**src/inc/lpm_pkg.sv**
```systemverilog
// Constants for the low power mode controller.
// Assumes a single 125 MHz core clock and a synchronous reset.
package lpm_pkg;

  // ----------------------------------------------------------------
  // Timing
  // ----------------------------------------------------------------
  localparam int CLK_MHZ        = 125;
  localparam int CLK_PER_MCYC   = 6;
  localparam int IDLE_RST_MCYC  = 2;
  localparam int IDLE_RST_CYC   = IDLE_RST_MCYC * CLK_PER_MCYC;
  localparam int OSC_SETTLE_MS  = 10;
  localparam int OSC_SETTLE_CYC = OSC_SETTLE_MS * 1000 * CLK_MHZ;
  localparam int CNT_W          = 24;

  // ----------------------------------------------------------------
  // Power control bit positions
  // ----------------------------------------------------------------
  localparam int PC_IDLE_BIT    = 0;
  localparam int PC_PDOWN_BIT   = 1;
  localparam int PC_FLAG_BIT    = 4;
  localparam int PC_W           = 8;
  localparam logic [7:0] PC_RESET = 8'h00;

  // ----------------------------------------------------------------
  // Pin levels
  // ----------------------------------------------------------------
  localparam logic STROBE_IDLE  = 1'b1;
  localparam logic STROBE_PDOWN = 1'b0;

  // ----------------------------------------------------------------
  // Modes, Gray coded along run, idle, power-down, wake
  // ----------------------------------------------------------------
  typedef enum logic [2:0] {
    LPM_RUN   = 3'b000,
    LPM_IDLE  = 3'b001,
    LPM_PDOWN = 3'b011,
    LPM_WAKE  = 3'b010,
    LPM_FLOAT = 3'b110
  } lpm_mode_e;

endpackage

```
**src/verilog/lpm_sync.sv**
```systemverilog
// Two flip-flop synchroniser for a bundle of pin levels.
// Assumes pins are asynchronous to core_clk.
`timescale 1ns/1ps
module lpm_sync #(
  parameter int W = 1
) (
  // Clock and reset
  input  wire logic         core_clk,
  input  wire logic         srst,
  // Levels
  input  wire logic [W-1:0] pinIn,
  output logic      [W-1:0] syncOut
);

  logic [W-1:0] meta_r;

  // ----------------------------------------------------------------
  // Two stages
  // ----------------------------------------------------------------
  always_ff @(posedge core_clk) begin
    if (srst) begin
      meta_r  <= '0;
      syncOut <= '0;
    end else begin
      meta_r  <= pinIn;
      syncOut <= meta_r;
    end
  end

endmodule // lpm_sync

```
**src/verilog/lpm_ctrl.sv**
```systemverilog
// Low power mode controller: idle, power-down, power-off flag, float mode.
// Assumes the CPU core, oscillator gate and pad cells sit outside.
// Notes on behaviour
// [RULE1] Stopped oscillator leaves RAM and register contents unchanged.
// [RULE2] Idle halts CPU execution; peripherals keep their clock. Code drives oscGate low while in idle.
// [RULE3] The instruction requesting idle completes and is the last one.
// [RULE4] CPU state, RAM and registers are held during idle.
// [RULE5] Any enabled interrupt ends idle and vectors to its handler.
// [RULE6] Reset during idle restarts exactly like power-on reset.
// [RULE7] Power-down stops the oscillator after the requesting instruction.
// [RULE8] Only reset or external interrupt leaves power-down.
// [RULE9] Reset out of power-down resets registers but keeps RAM.
// [RULE10] External interrupt wake keeps both registers and RAM.
// [RULE11] Outside party holds wake long enough for oscillator settle.
// [RULE12] Software enables both wake inputs as level triggered first.
// [RULE13] Low wake pin restarts oscillator; its return high completes exit.
// [RULE14] After return, execution continues past the power-down instruction.
// [RULE15] Power-off flag set on power-up; software can set and clear.
// [RULE16] Reset out of idle: two machine cycles, RAM writes blocked.
// [RULE17] Software avoids port or external writes right after idle entry.
// [RULE18] Address strobe low in reset with program strobe high enters float.
// [RULE19] Float mode floats port 0, weakly pulls others, oscillator runs.
// [RULE20] Only an ordinary reset leaves float mode.
// [RULE21] Idle strobes 1, power-down strobes 0; port 0/2 per program memory.
// [RULE22] Separate idle and power-down bits, cleared on exit.
`timescale 1ns/1ps
module lpm_ctrl #(
  parameter int OSC_SETTLE = lpm_pkg::OSC_SETTLE_CYC
) (
  // Clock and reset
  input  wire logic       core_clk,
  input  wire logic       srst,
  // Supply and reset pin
  input  wire logic       powerUp,
  input  wire logic       resetPin,
  // Power control write from CPU
  input  wire logic       pcWrite,
  input  wire logic [7:0] pcWdata,
  output logic      [7:0] pcRdata,
  // CPU handshake
  input  wire logic       instrDone,
  input  wire logic       irqPending,
  input  wire logic       ramWriteReq,
  output logic            cpuHalt,
  output logic            cpuVector,
  output logic            cpuReset,
  output logic            ramWriteEn,
  output logic            regsReset,
  // Oscillator
  output logic            oscRun,
  output logic            oscGate,
  // Wake pins
  input  wire logic       ext_wake_irq_a,
  input  wire logic       ext_wake_irq_b,
  input  wire logic       wakeEnA,
  input  wire logic       wakeEnB,
  // Strobes and ports
  input  wire logic       extProgMem,
  input  wire logic       addrStrobeIn,
  input  wire logic       program_store_strobe,
  output logic            addrStrobeOut,
  output logic            addrStrobeOe,
  output logic            progStrobeOut,
  output logic            progStrobeOe,
  output logic            port0Oe,
  output logic            port2Addr,
  output logic            weakPullUp,
  output logic            floatMode,
  output logic            power_off_flag
);

  logic [5:0]           syncV;
  logic                 rstS;
  logic                 wakeAS;
  logic                 wakeBS;
  logic                 aleS;
  logic                 psenS;
  logic                 powerUpS;
  logic                 rstPrev_r;
  logic                 pupPrev_r;
  lpm_pkg::lpm_mode_e   mode_r;
  logic                 idleReq_r;
  logic                 pdReq_r;
  logic                 flag_r;
  logic                 flagEvt;
  logic [lpm_pkg::CNT_W-1:0] cnt_r;
  logic                 wakeLow;
  logic                 wakeHigh;
  logic                 idleRstWin;

  // ----------------------------------------------------------------
  // Pin synchronisers
  // ----------------------------------------------------------------
  lpm_sync #(.W(6)) uSync (
    .core_clk (core_clk),
    .srst     (1'b0),
    .pinIn    ({resetPin, ext_wake_irq_a, ext_wake_irq_b, addrStrobeIn, program_store_strobe, powerUp}),
    .syncOut  (syncV)
  );
  assign {rstS, wakeAS, wakeBS, aleS, psenS, powerUpS} = syncV;

  function automatic logic anyLow(input logic a, input logic ea, input logic b, input logic eb);
    anyLow = (ea && !a) || (eb && !b);
  endfunction

  assign wakeLow  = anyLow(wakeAS, wakeEnA, wakeBS, wakeEnB);             // [RULE12]
  assign wakeHigh = !wakeLow;
  assign flagEvt  = powerUpS && !pupPrev_r;
  assign idleRstWin = (mode_r == lpm_pkg::LPM_IDLE) && rstS && (cnt_r < lpm_pkg::CNT_W'(lpm_pkg::IDLE_RST_CYC));

  // ----------------------------------------------------------------
  // Edge history
  // ----------------------------------------------------------------
  always_ff @(posedge core_clk) begin
    if (srst) begin
      rstPrev_r <= 1'b0;
    end else begin
      rstPrev_r <= rstS;
    end
  end

  // ----------------------------------------------------------------
  // Mode state machine
  // ----------------------------------------------------------------
  always_ff @(posedge core_clk) begin
    if (srst) begin
      mode_r <= lpm_pkg::LPM_RUN;
      cnt_r  <= '0;
    end else if (mode_r == lpm_pkg::LPM_FLOAT) begin
      if (rstS && !aleS) begin
        mode_r <= lpm_pkg::LPM_FLOAT;
      end else if (rstS) begin
        mode_r <= lpm_pkg::LPM_RUN;                                        // [RULE20]
      end
    end else if (rstPrev_r && !rstS && !aleS && psenS) begin
      mode_r <= lpm_pkg::LPM_FLOAT;                                        // [RULE18]
    end else begin
      case (mode_r)
        lpm_pkg::LPM_RUN: begin
          cnt_r <= '0;
          if (instrDone && pdReq_r) begin
            mode_r <= lpm_pkg::LPM_PDOWN;                                  // [RULE7]
          end else if (instrDone && idleReq_r) begin
            mode_r <= lpm_pkg::LPM_IDLE;                                   // [RULE3]
          end
        end
        lpm_pkg::LPM_IDLE: begin
          // CPU runs on through the reset window
          if (rstS) begin
            if (cnt_r >= lpm_pkg::CNT_W'(lpm_pkg::IDLE_RST_CYC)) begin
              mode_r <= lpm_pkg::LPM_RUN;                                  // [RULE6]
              cnt_r  <= '0;
            end else begin
              cnt_r <= cnt_r + 1'b1;                                       // [RULE16]
            end
          end else if (irqPending) begin
            mode_r <= lpm_pkg::LPM_RUN;                                    // [RULE5]
          end
        end
        lpm_pkg::LPM_PDOWN: begin
          cnt_r <= '0;
          if (rstS) begin
            mode_r <= lpm_pkg::LPM_RUN;                                    // [RULE8]
          end else if (wakeLow) begin
            mode_r <= lpm_pkg::LPM_WAKE;                                   // [RULE13]
          end
        end
        lpm_pkg::LPM_WAKE: begin
          // Settle count stops at its end value
          if (rstS) begin
            mode_r <= lpm_pkg::LPM_RUN;
          end else if (wakeHigh) begin
            mode_r <= lpm_pkg::LPM_RUN;                                    // [RULE13]
          end else if (cnt_r != lpm_pkg::CNT_W'(OSC_SETTLE)) begin
            cnt_r <= cnt_r + 1'b1;
          end
        end
        default: begin
          mode_r <= lpm_pkg::LPM_RUN;
        end
      endcase
    end
  end

  // ----------------------------------------------------------------
  // Power control bits
  // ----------------------------------------------------------------
  always_ff @(posedge core_clk) begin
    if (srst || (rstS && mode_r != lpm_pkg::LPM_IDLE)) begin
      idleReq_r <= 1'b0;
      pdReq_r   <= 1'b0;
    end else if (mode_r == lpm_pkg::LPM_IDLE && (irqPending || rstS)) begin
      idleReq_r <= 1'b0;                                                   // [RULE22]
    end else if (mode_r == lpm_pkg::LPM_WAKE && wakeHigh) begin
      pdReq_r <= 1'b0;                                                     // [RULE22]
    end else if (pcWrite && mode_r == lpm_pkg::LPM_RUN) begin
      idleReq_r <= pcWdata[lpm_pkg::PC_IDLE_BIT];                          // [RULE22]
      pdReq_r   <= pcWdata[lpm_pkg::PC_PDOWN_BIT];
    end
  end

  // ----------------------------------------------------------------
  // Power-off flag, not touched by srst
  // ----------------------------------------------------------------
  always_ff @(posedge core_clk) begin
    // Supply edge history survives srst
    pupPrev_r <= powerUpS;
    if (flagEvt) begin
      flag_r <= 1'b1;                                                      // [RULE15]
    end else if (pcWrite) begin
      flag_r <= pcWdata[lpm_pkg::PC_FLAG_BIT];                             // [RULE15]
    end else if (!powerUpS) begin
      flag_r <= 1'b0;
    end
  end

  // ----------------------------------------------------------------
  // CPU and oscillator controls
  // ----------------------------------------------------------------
  always_ff @(posedge core_clk) begin
    if (srst) begin
      cpuHalt    <= 1'b0;
      cpuVector  <= 1'b0;
      cpuReset   <= 1'b1;
      ramWriteEn <= 1'b0;
      regsReset  <= 1'b1;
      oscRun     <= 1'b1;
      oscGate    <= 1'b1;
      pcRdata    <= lpm_pkg::PC_RESET;
    end else begin
      cpuHalt    <= (mode_r == lpm_pkg::LPM_IDLE && !idleRstWin) || mode_r == lpm_pkg::LPM_PDOWN
                    || mode_r == lpm_pkg::LPM_WAKE;                        // [RULE2] [RULE4]
      cpuVector  <= (mode_r == lpm_pkg::LPM_IDLE && irqPending && !rstS)
                    || (mode_r == lpm_pkg::LPM_WAKE && wakeHigh && !rstS); // [RULE5] [RULE14]
      cpuReset   <= rstS && !idleRstWin;                                   // [RULE6] [RULE9]
      ramWriteEn <= ramWriteReq && !rstS && mode_r == lpm_pkg::LPM_RUN;    // [RULE16] [RULE1]
      regsReset  <= rstS && !idleRstWin;                                   // [RULE9] [RULE10]
      oscRun     <= mode_r != lpm_pkg::LPM_PDOWN;                          // [RULE7] [RULE19]
      oscGate    <= mode_r == lpm_pkg::LPM_RUN || mode_r == lpm_pkg::LPM_FLOAT
                    || (mode_r == lpm_pkg::LPM_WAKE && cnt_r == lpm_pkg::CNT_W'(OSC_SETTLE));
      pcRdata    <= {3'h0, flag_r, 2'h0, pdReq_r, idleReq_r};
    end
  end

  // ----------------------------------------------------------------
  // Pin states
  // ----------------------------------------------------------------
  always_ff @(posedge core_clk) begin
    if (srst) begin
      addrStrobeOut  <= 1'b1;
      addrStrobeOe   <= 1'b1;
      progStrobeOut  <= 1'b1;
      progStrobeOe   <= 1'b1;
      port0Oe        <= 1'b1;
      port2Addr      <= 1'b0;
      weakPullUp     <= 1'b0;
      floatMode      <= 1'b0;
      power_off_flag <= 1'b0;
    end else begin
      power_off_flag <= flag_r;
      floatMode      <= mode_r == lpm_pkg::LPM_FLOAT;
      case (mode_r)
        lpm_pkg::LPM_FLOAT: begin
          addrStrobeOe <= 1'b0;                                            // [RULE19]
          progStrobeOe <= 1'b0;
          port0Oe      <= 1'b0;
          weakPullUp   <= 1'b1;
          port2Addr    <= 1'b0;
        end
        lpm_pkg::LPM_IDLE: begin
          addrStrobeOut <= lpm_pkg::STROBE_IDLE;                           // [RULE21]
          progStrobeOut <= lpm_pkg::STROBE_IDLE;
          addrStrobeOe  <= 1'b1;
          progStrobeOe  <= 1'b1;
          port0Oe       <= !extProgMem;
          port2Addr     <= extProgMem;
          weakPullUp    <= 1'b0;
        end
        lpm_pkg::LPM_PDOWN, lpm_pkg::LPM_WAKE: begin
          addrStrobeOut <= lpm_pkg::STROBE_PDOWN;                          // [RULE21]
          progStrobeOut <= lpm_pkg::STROBE_PDOWN;
          addrStrobeOe  <= 1'b1;
          progStrobeOe  <= 1'b1;
          port0Oe       <= !extProgMem;
          port2Addr     <= 1'b0;
          weakPullUp    <= 1'b0;
        end
        default: begin
          addrStrobeOut <= 1'b1;
          progStrobeOut <= 1'b1;
          addrStrobeOe  <= 1'b1;
          progStrobeOe  <= 1'b1;
          port0Oe       <= 1'b1;
          port2Addr     <= extProgMem;
          weakPullUp    <= 1'b0;
        end
      endcase
    end
  end

endmodule // lpm_ctrl

```
**config.mk**
```make
export PLATFORM = sky130hd
export DESIGN_NAME = lpm_ctrl
export DESIGN_NICKNAME = d
export VERILOG_FILES = /design/src/inc/lpm_pkg.sv /design/src/verilog/lpm_sync.sv /design/src/verilog/lpm_ctrl.sv
export SDC_FILE = /design/constraint.sdc
export NUM_CORES = 1
export LEC_CHECK = 0
export BUFFER_PORTS_ARGS = -buffer_cell sky130_fd_sc_hd__buf_4
export CAP_MARGIN = 20
export CORE_MARGIN = 8
export CORE_UTILIZATION = 46
export DETAILED_ROUTE_END_ITERATION = 16
export GPL_TIMING_DRIVEN = 0
export PLACE_DENSITY = 0.67
export SLEW_MARGIN = 20
export SYNTH_ARGS = -nofsm -noshare
export SYNTH_HDL_FRONTEND = slang
export SYNTH_HIERARCHICAL = 1
export SYNTH_SLANG_ARGS = --single-unit
export TNS_END_PERCENT = 1
```
**constraint.sdc**
```tcl
create_clock -name core_clk -period 4.3 [get_ports core_clk]
set_clock_uncertainty 0.15 [all_clocks]
set_input_delay 1.29 -clock core_clk [delete_from_list [all_inputs] [get_ports core_clk]]
set_output_delay 1.29 -clock core_clk [all_outputs]
set_load 0.01 [all_outputs]
```
==> out/qor.yml, run 1 <==
area_growth_pct: 21.8
ys_ff_latch: 58
cts_resized: 0
hold_path_class: "reg -> reg"
cts.reportedPaths.clkPinSlew_ns: 0.06
io_buffers: 36
cts_hold_buf: 0
powerDensity_nw_per_um2: 425
p_clk_frac: 0.387
cp-start-kind: "input pin"
clock_latency_ns: 0.34
grt_pass1_vias: 2450
internal_power_uw: 1020
synth_edf_count: 0
rsz0062_at_grt: "false"
synth.distinct_cells: 56
timing.rr.start: "mode_r[1]$_SDFFE_PP0P_"
reg2reg_depth: 7
regArea_sq_um: 1160
pwr-share-comb: 0.205
dieArea_sq_um: 8810
nNetsFinal: 403
dpl.hpwl_microns: 5000
grt_max_degree: 11
grt_usage: 0.165
swShare: 0.294
worstMarginPinSlew_ns: 0.828
whs_endpoint: "pupPrev_r$_DFF_P_"
drv.max_cap_violation_count: 0
crit_path_max_incr_delay_ns: 0.75
worstSetupStartpoint: "wakeEnA"
cp.required_ns: 4.37
postRouteAntennaNets: 0
p_seq_frac: 0.407
rrSetupSlack_ns: 1.58
drt-wirelength-per-cell_microns: 15.2
finalPower_uw: 1440
critical_path_class: "in -> reg"
die_w_microns: 93.9
post-route-drc-count: 0
worstPathCellList: "buf_4 > nand2b_1 > nand3_1 > nand2_1 > o31ai_2 > buf_2 > a21oi_1"
hp-start: "uSync/syncOut[0]$_SDFF_PP0_"
hold_depth: 0
synth_ff_type: "dfxtp_1"
finalSetupViolCount: 0
timing.fmax_mhz: 327
cts-root-buf: "clkbuf_8"
slew_violations: 0
cts_max_level: 3
grt_antenna_before_repair: 0
cts_inserted_buffers: 9
die_h_microns: 93.9
yosysTopAreaCell: "dfxtp_1"
slew-limit-headroom: 0.441
core_area_sq_um: 5890
final.period_utilization: 0.711
grt_pass1_wl_microns: 11700
cts_tree: "done"
ys_warn_count: 6
min_period_ns: 3.06
yosys-top-cells-count: "dfxtp_1 (58), a21oi_1 (27), nand2_1 (24)"
leakagePower_uw: 0.00124
async_flop_share: 0
multi_input_area_sq_um: 1440
gp_congestion: 0.896
crit_path_end_kind: "flop"
worstPathMaxFanout: 10
cts_max_path_buffers: 2
io-pin-count: 47
diodes: 0
yosysMostFrequentCell: "dfxtp_1"
fillCellCount: 571
first_pass_iters: 4
drt-total-wl_microns: 6970
setup_tns_ns: 0
synth.avg_cell_area_sq_um: 8.61
drt_iter0_drc: 169
design_area_sq_um: 3400
slowest_stage: "o31ai_2"
crit_arrival_ns: 3.13
p_sw_uw: 424
syn_inst: 324
netlist.area_leader.share: 0.416
hold_viol_final: 0
vias: 2596
gr-total-overflow: 0
finish.utilization: 0.577
whs_ns: 0.204
yosysSeqAreaShare: 0.416
post_cts.repair.setup_buffers: 0
r2r_end: "cnt_r[0]$_SDFFE_PP0P_"
max-vdd-ir-drop_mv: 0.220
viasPerCell: 5.67
dpl-instance-area_sq_um: 3180
drive_gt1_frac: 0.217
cts.sinks: 58
syn_area_sq_um: 2790
num_rows: 28
synth_area_leaders: "dfxtp_1 (42%), a21oi_1 (4.8%), nand2_1 (3.2%)"
initial_utilization: 0.474
status: "complete, no violations"
[power by group through the flow]
stage | Combinational [uW] | Clock [uW] | Sequential, uW
2_1_floorplan | 190 | 0 | 602
6_report | 297 | 559 | 588
3_3_place_gp | 290 | 0 | 599
3_5_place_dp | 294 | 0 | 600
5_1_grt | 326 | 595 | 591
4_1_cts | 296 | 570 | 588
[sequential cells by signal (all words and copies together), names as in the netlist, 3 cells and up]
signal         cells
cnt_r             24
uSync/meta_r       6
uSync/syncOut      6
mode_r             3
pcRdata            3
[routing by layer]
layer	vias to the layer above	global-route usage	share of wire
met5	-	0	0
met4	0	0.110	0.022
met3	13	0.0352	0.063
met2	85	0.250	0.46
met1	1204	0.206	0.45
li1	1294	-	-
[worst max-delay path: cells and delay by family]
| family | cells | cell delay (ns) |
|---|---|---|
| AO/OA/AOI/OAI | 2 | 0.82 |
| buffers and inverters | 2 | 0.46 |
| AND/OR/NAND/NOR | 3 | 0.55 |
[per-stage QoR]
stage | cells | setup slack, ns
6_report | 458 | 1.24
5_1_grt | 458 | 1.10
4_1_cts | 458 | 1.23
3_5_place_dp | 442 | 0.882
3_3_place_gp | 442 | 0.866
2_1_floorplan | 331 | 1.52
[worst max path at each step]
stage / cells past startpoint / to / slack [ns]
after detailed placement: 7 / cnt_r[4]$_SDFFE_PP0P_ / 0.88
after floorplan: 6 / cnt_r[20]$_SDFFE_PP0P_ / 1.52
after global placement: 7 / cnt_r[15]$_SDFFE_PP0P_ / 0.87
after CTS: 7 / cnt_r[0]$_SDFFE_PP0P_ / 1.23
after global routing: 7 / cnt_r[0]$_SDFFE_PP0P_ / 1.10
final: 7 / cnt_r[0]$_SDFFE_PP0P_ / 1.24
[cells by family (layout without fill, tap and decap cells)]
family / after synthesis / count (layout) / synth area share
xor gates and xnor gates: 2 / 2 / 0.00628
muxes: 1 / 1 / 0.00359
AOI/OAI and AO/OA: 77 / 77 / 0.183
buffers and inverters: 42 / 94 / 0.0781
and+or+nand+nor: 141 / 141 / 0.302
other: 1 / 8 / 0.00134
DFF: 58 / 58 / 0.416
adders and majority gates: 2 / 2 / 0.00897
[layout make-up]
class / instances / share of cell area
repair buffers: 36 / 0.0795
inverters: 13 / 0.0144
clock inverters: 5 / 0.0228
multi-input cells: 231 / 0.423
plain buffers: 29 / 0.0497
well taps: 75 / 0.0276
flip-flops and latches: 58 / 0.342
clock buffers: 11 / 0.0416
[placed cells by master (no fill, tap or decap), types with 3 or more instances in the layout]
master / instances
nor4_1: 10
buf_4: 47
nor2b_1: 4
conb_1: 8
and3_1: 4
dfxtp_1: 58
clkbuf_8: 10
o31ai_1: 12
clkbuf_1: 12
o21ai_1: 3
nor2b_2: 8
nand3_1: 13
nand4_1: 13
and4_1: 3
or4_1: 12
nor3_1: 10
nand4b_1: 3
nand2b_1: 3
a21oi_1: 27
a31oi_1: 5
nand2_1: 24
o21ai_0: 11
inv_1: 13
buf_2: 3
nor2_1: 17
or3_1: 5
Note: power is estimated with default switching activity, not from simulation.
==> inputs of run 2 (changes only) <==
==> constraint.sdc (replaced) <==
create_clock -name core_clk -period 2.86 [get_ports core_clk]
set_clock_uncertainty 0.15 [all_clocks]
set_input_delay 0.858 -clock core_clk [delete_from_list [all_inputs] [get_ports core_clk]]
set_output_delay 0.858 -clock core_clk [all_outputs]
set_load 0.01 [all_outputs]
==> run 2 against run 1 <==
Core utilization grew 0.17 points. Sequential share of layout area shrank 0.10 points. Register-to-register slack lost 1.4 ns. Non-clock buffer count is the same. Die area is the same. Critical path depth grew 2. Largest cell class unchanged. Via count grew 1.4%. Global-route usage is the same.
==> out/qor.yml, run 2 (synthesis gave the netlist of run 1 again) <==
dpl.hpwl_microns: 5000  # unchanged
slowest_stage: "or4b_1"
critical_path_class: "reg -> reg"
cts.sinks: 58  # unchanged
final_cell_mix: "dfxtp_1 (58), buf_4 (47), a21oi_1 (27), nand2_1 (24), nor2_1 (17)"
drt_iter0_drc: 179  # +5.9%
dieArea_sq_um: 8810  # unchanged
die_w_microns: 93.9  # unchanged
crit_arrival_ns: 2.81  # -0.32 ns
diodes: 0  # unchanged
timing.fmax_mhz: 371
core_area_sq_um: 5890  # unchanged
die_h_microns: 93.9  # unchanged
grt_antenna_before_repair: 0  # unchanged
cts_tree: "done"
largestRegisters: "cnt_r: 24 flops, uSync/meta_r: 6 flops, uSync/syncOut: 6 flops"
drive_gt1_frac: 0.219  # +0.00261
worstMarginPinSlew_ns: 0.816  # -0.0112 ns
max-vdd-ir-drop_mv: 0.333  # +51%
largest-register: "cnt_r"
cts_max_level: 3  # unchanged
slew-limit-headroom: 0.448  # +0.00760
grt_usage: 0.165  # unchanged
drv.max_cap_violation_count: 0  # unchanged
viasPerCell: 5.75  # +1.4%
io_buffers: 36  # unchanged
layout_commonest_cell: "dfxtp_1"
grt_pass1_wl_microns: 11700  # about the same
num_rows: 28  # unchanged
drt-total-wl_microns: 7020  # +0.72%
grt_pass1_vias: 2454  # +0.16%
postRouteAntennaNets: 0  # unchanged
cts_inserted_buffers: 9  # unchanged
cts.reportedPaths.clkPinSlew_ns: 0.06  # about the same
gr-total-overflow: 0  # unchanged
initial_utilization: 0.474  # unchanged
first_pass_iters: 4  # unchanged
min_period_ns: 2.70
nNetsFinal: 403  # unchanged
cts_max_path_buffers: 2  # unchanged
cp.required_ns: 2.98  # -1.39 ns
worstPathCellList: "inv_1 > ha_1 > nand4b_1 > or4b_1 > o31ai_4 > buf_6 > buf_4 > o31ai_1 > a21oi_1"
gp_congestion: 0.896  # unchanged
leakagePower_uw: 0.00125  # +0.39%
io-pin-count: 47  # unchanged
rsz0062_at_grt: "false"
dpl-instance-area_sq_um: 3180  # unchanged
final.period_utilization: 0.943
cp-start-kind: "flop"
fillCellCount: 568  # -0.53%
slew_violations: 0  # unchanged
drt-wirelength-per-cell_microns: 15.3  # +0.72%
path_buf_inv: 3  # +1
finalPower_uw: 2190  # +51%
hold_viol_final: 0  # unchanged
grt_max_degree: 11  # unchanged
powerDensity_nw_per_um2: 641  # +51%
cts-root-buf: "clkbuf_8"
hold_path_class: "reg -> reg"
clock_latency_ns: 0.34  # about the same
area_growth_pct: 22.2
finalSetupViolCount: 0  # unchanged
largest_reg_flops: 24  # unchanged
crit_path_end_kind: "flop"
cp_top_family: "compound AO/OA/AOI/OAI gates"
setup_tns_ns: 0  # unchanged
vias: 2633  # +1.4%
status: "complete, no violations"
post-route-drc-count: 0  # unchanged
crit_path_max_incr_delay_ns: 0.60  # -0.15 ns
design_area_sq_um: 3410  # +0.29%
worstPathMaxFanout: 10  # unchanged
finish.utilization: 0.579  # +0.00170
==> run 2: cell types whose count changed in the layout (fill, tap and decap cells not counted) <==
cell | before | now
o31ai_4 | 1 | 2
clkbuf_1 | 12 | 11
clkbuf_2 | 0 | 1
o31ai_2 | 1 | 0
==> run 2: timing repair <==
| action | in CTS | in global routing |
|---|---|---|
| setup endpoints to repair | 0 | 15 |
| hold buffers | 0 | 0 |
| resized for setup | 0 | 3 |
| setup buffers | 0 | 0 |
==> run 2: power by group <==
part | total [uW] | internal [uW] | switching, uW
logic | 457 | 171 | 286
registers | 885 | 856 | 29.0
clock network | 844 | 511 | 333
==> run 2: per-stage QoR <==
step / hold slack, ns / std cells / worst slack, ns
2_1_floorplan: 0.182 / 331 / 0.517
3_3_place_gp: 0.187 / 442 / -0.142
3_5_place_dp: 0.196 / 442 / -0.126
4_1_cts: 0.207 / 458 / 0.133
5_1_grt: 0.221 / 458 / 0.0430
6_report: 0.204 / 458 / 0.164
==> run 2: worst paths after layout <==
check | from | endpoint | slack, ns | cells after the start
hold / removal | uSync/syncOut[0]$_SDFF_PP0_ | pupPrev_r$_DFF_P_ | 0.20 | 0
setup reg to reg | cnt_r[0]$_SDFFE_PP0P_ | cnt_r[4]$_SDFFE_PP0P_ | 0.16 | 9
hold reg to reg | uSync/syncOut[0]$_SDFF_PP0_ | pupPrev_r$_DFF_P_ | 0.20 | 0
setup / recovery | cnt_r[0]$_SDFFE_PP0P_ | cnt_r[4]$_SDFFE_PP0P_ | 0.16 | 9
==> run 2: final cells by class <==
cell class	instances	area [sq um]	area share
Multi-Input combinational cell	231	1450	0.424
Inverter	13	48.8	0.0143
Buffer	29	170	0.0499
Clock inverter	5	77.6	0.0228
Sequential cell	58	1160	0.341
Tap cell	75	93.8	0.0275
Clock buffer	11	141	0.0415
Timing Repair Buffer	36	270	0.0793
==> run 2: metal layers <==
metal | share of wire | vias to the layer above | GRT usage
met4 | 0.022 | 0 | 0.0964
met1 | 0.45 | 1190 | 0.205
li1 | - | 1299 | -
met5 | 0 | - | 0
met2 | 0.45 | 129 | 0.249
met3 | 0.080 | 15 | 0.0448
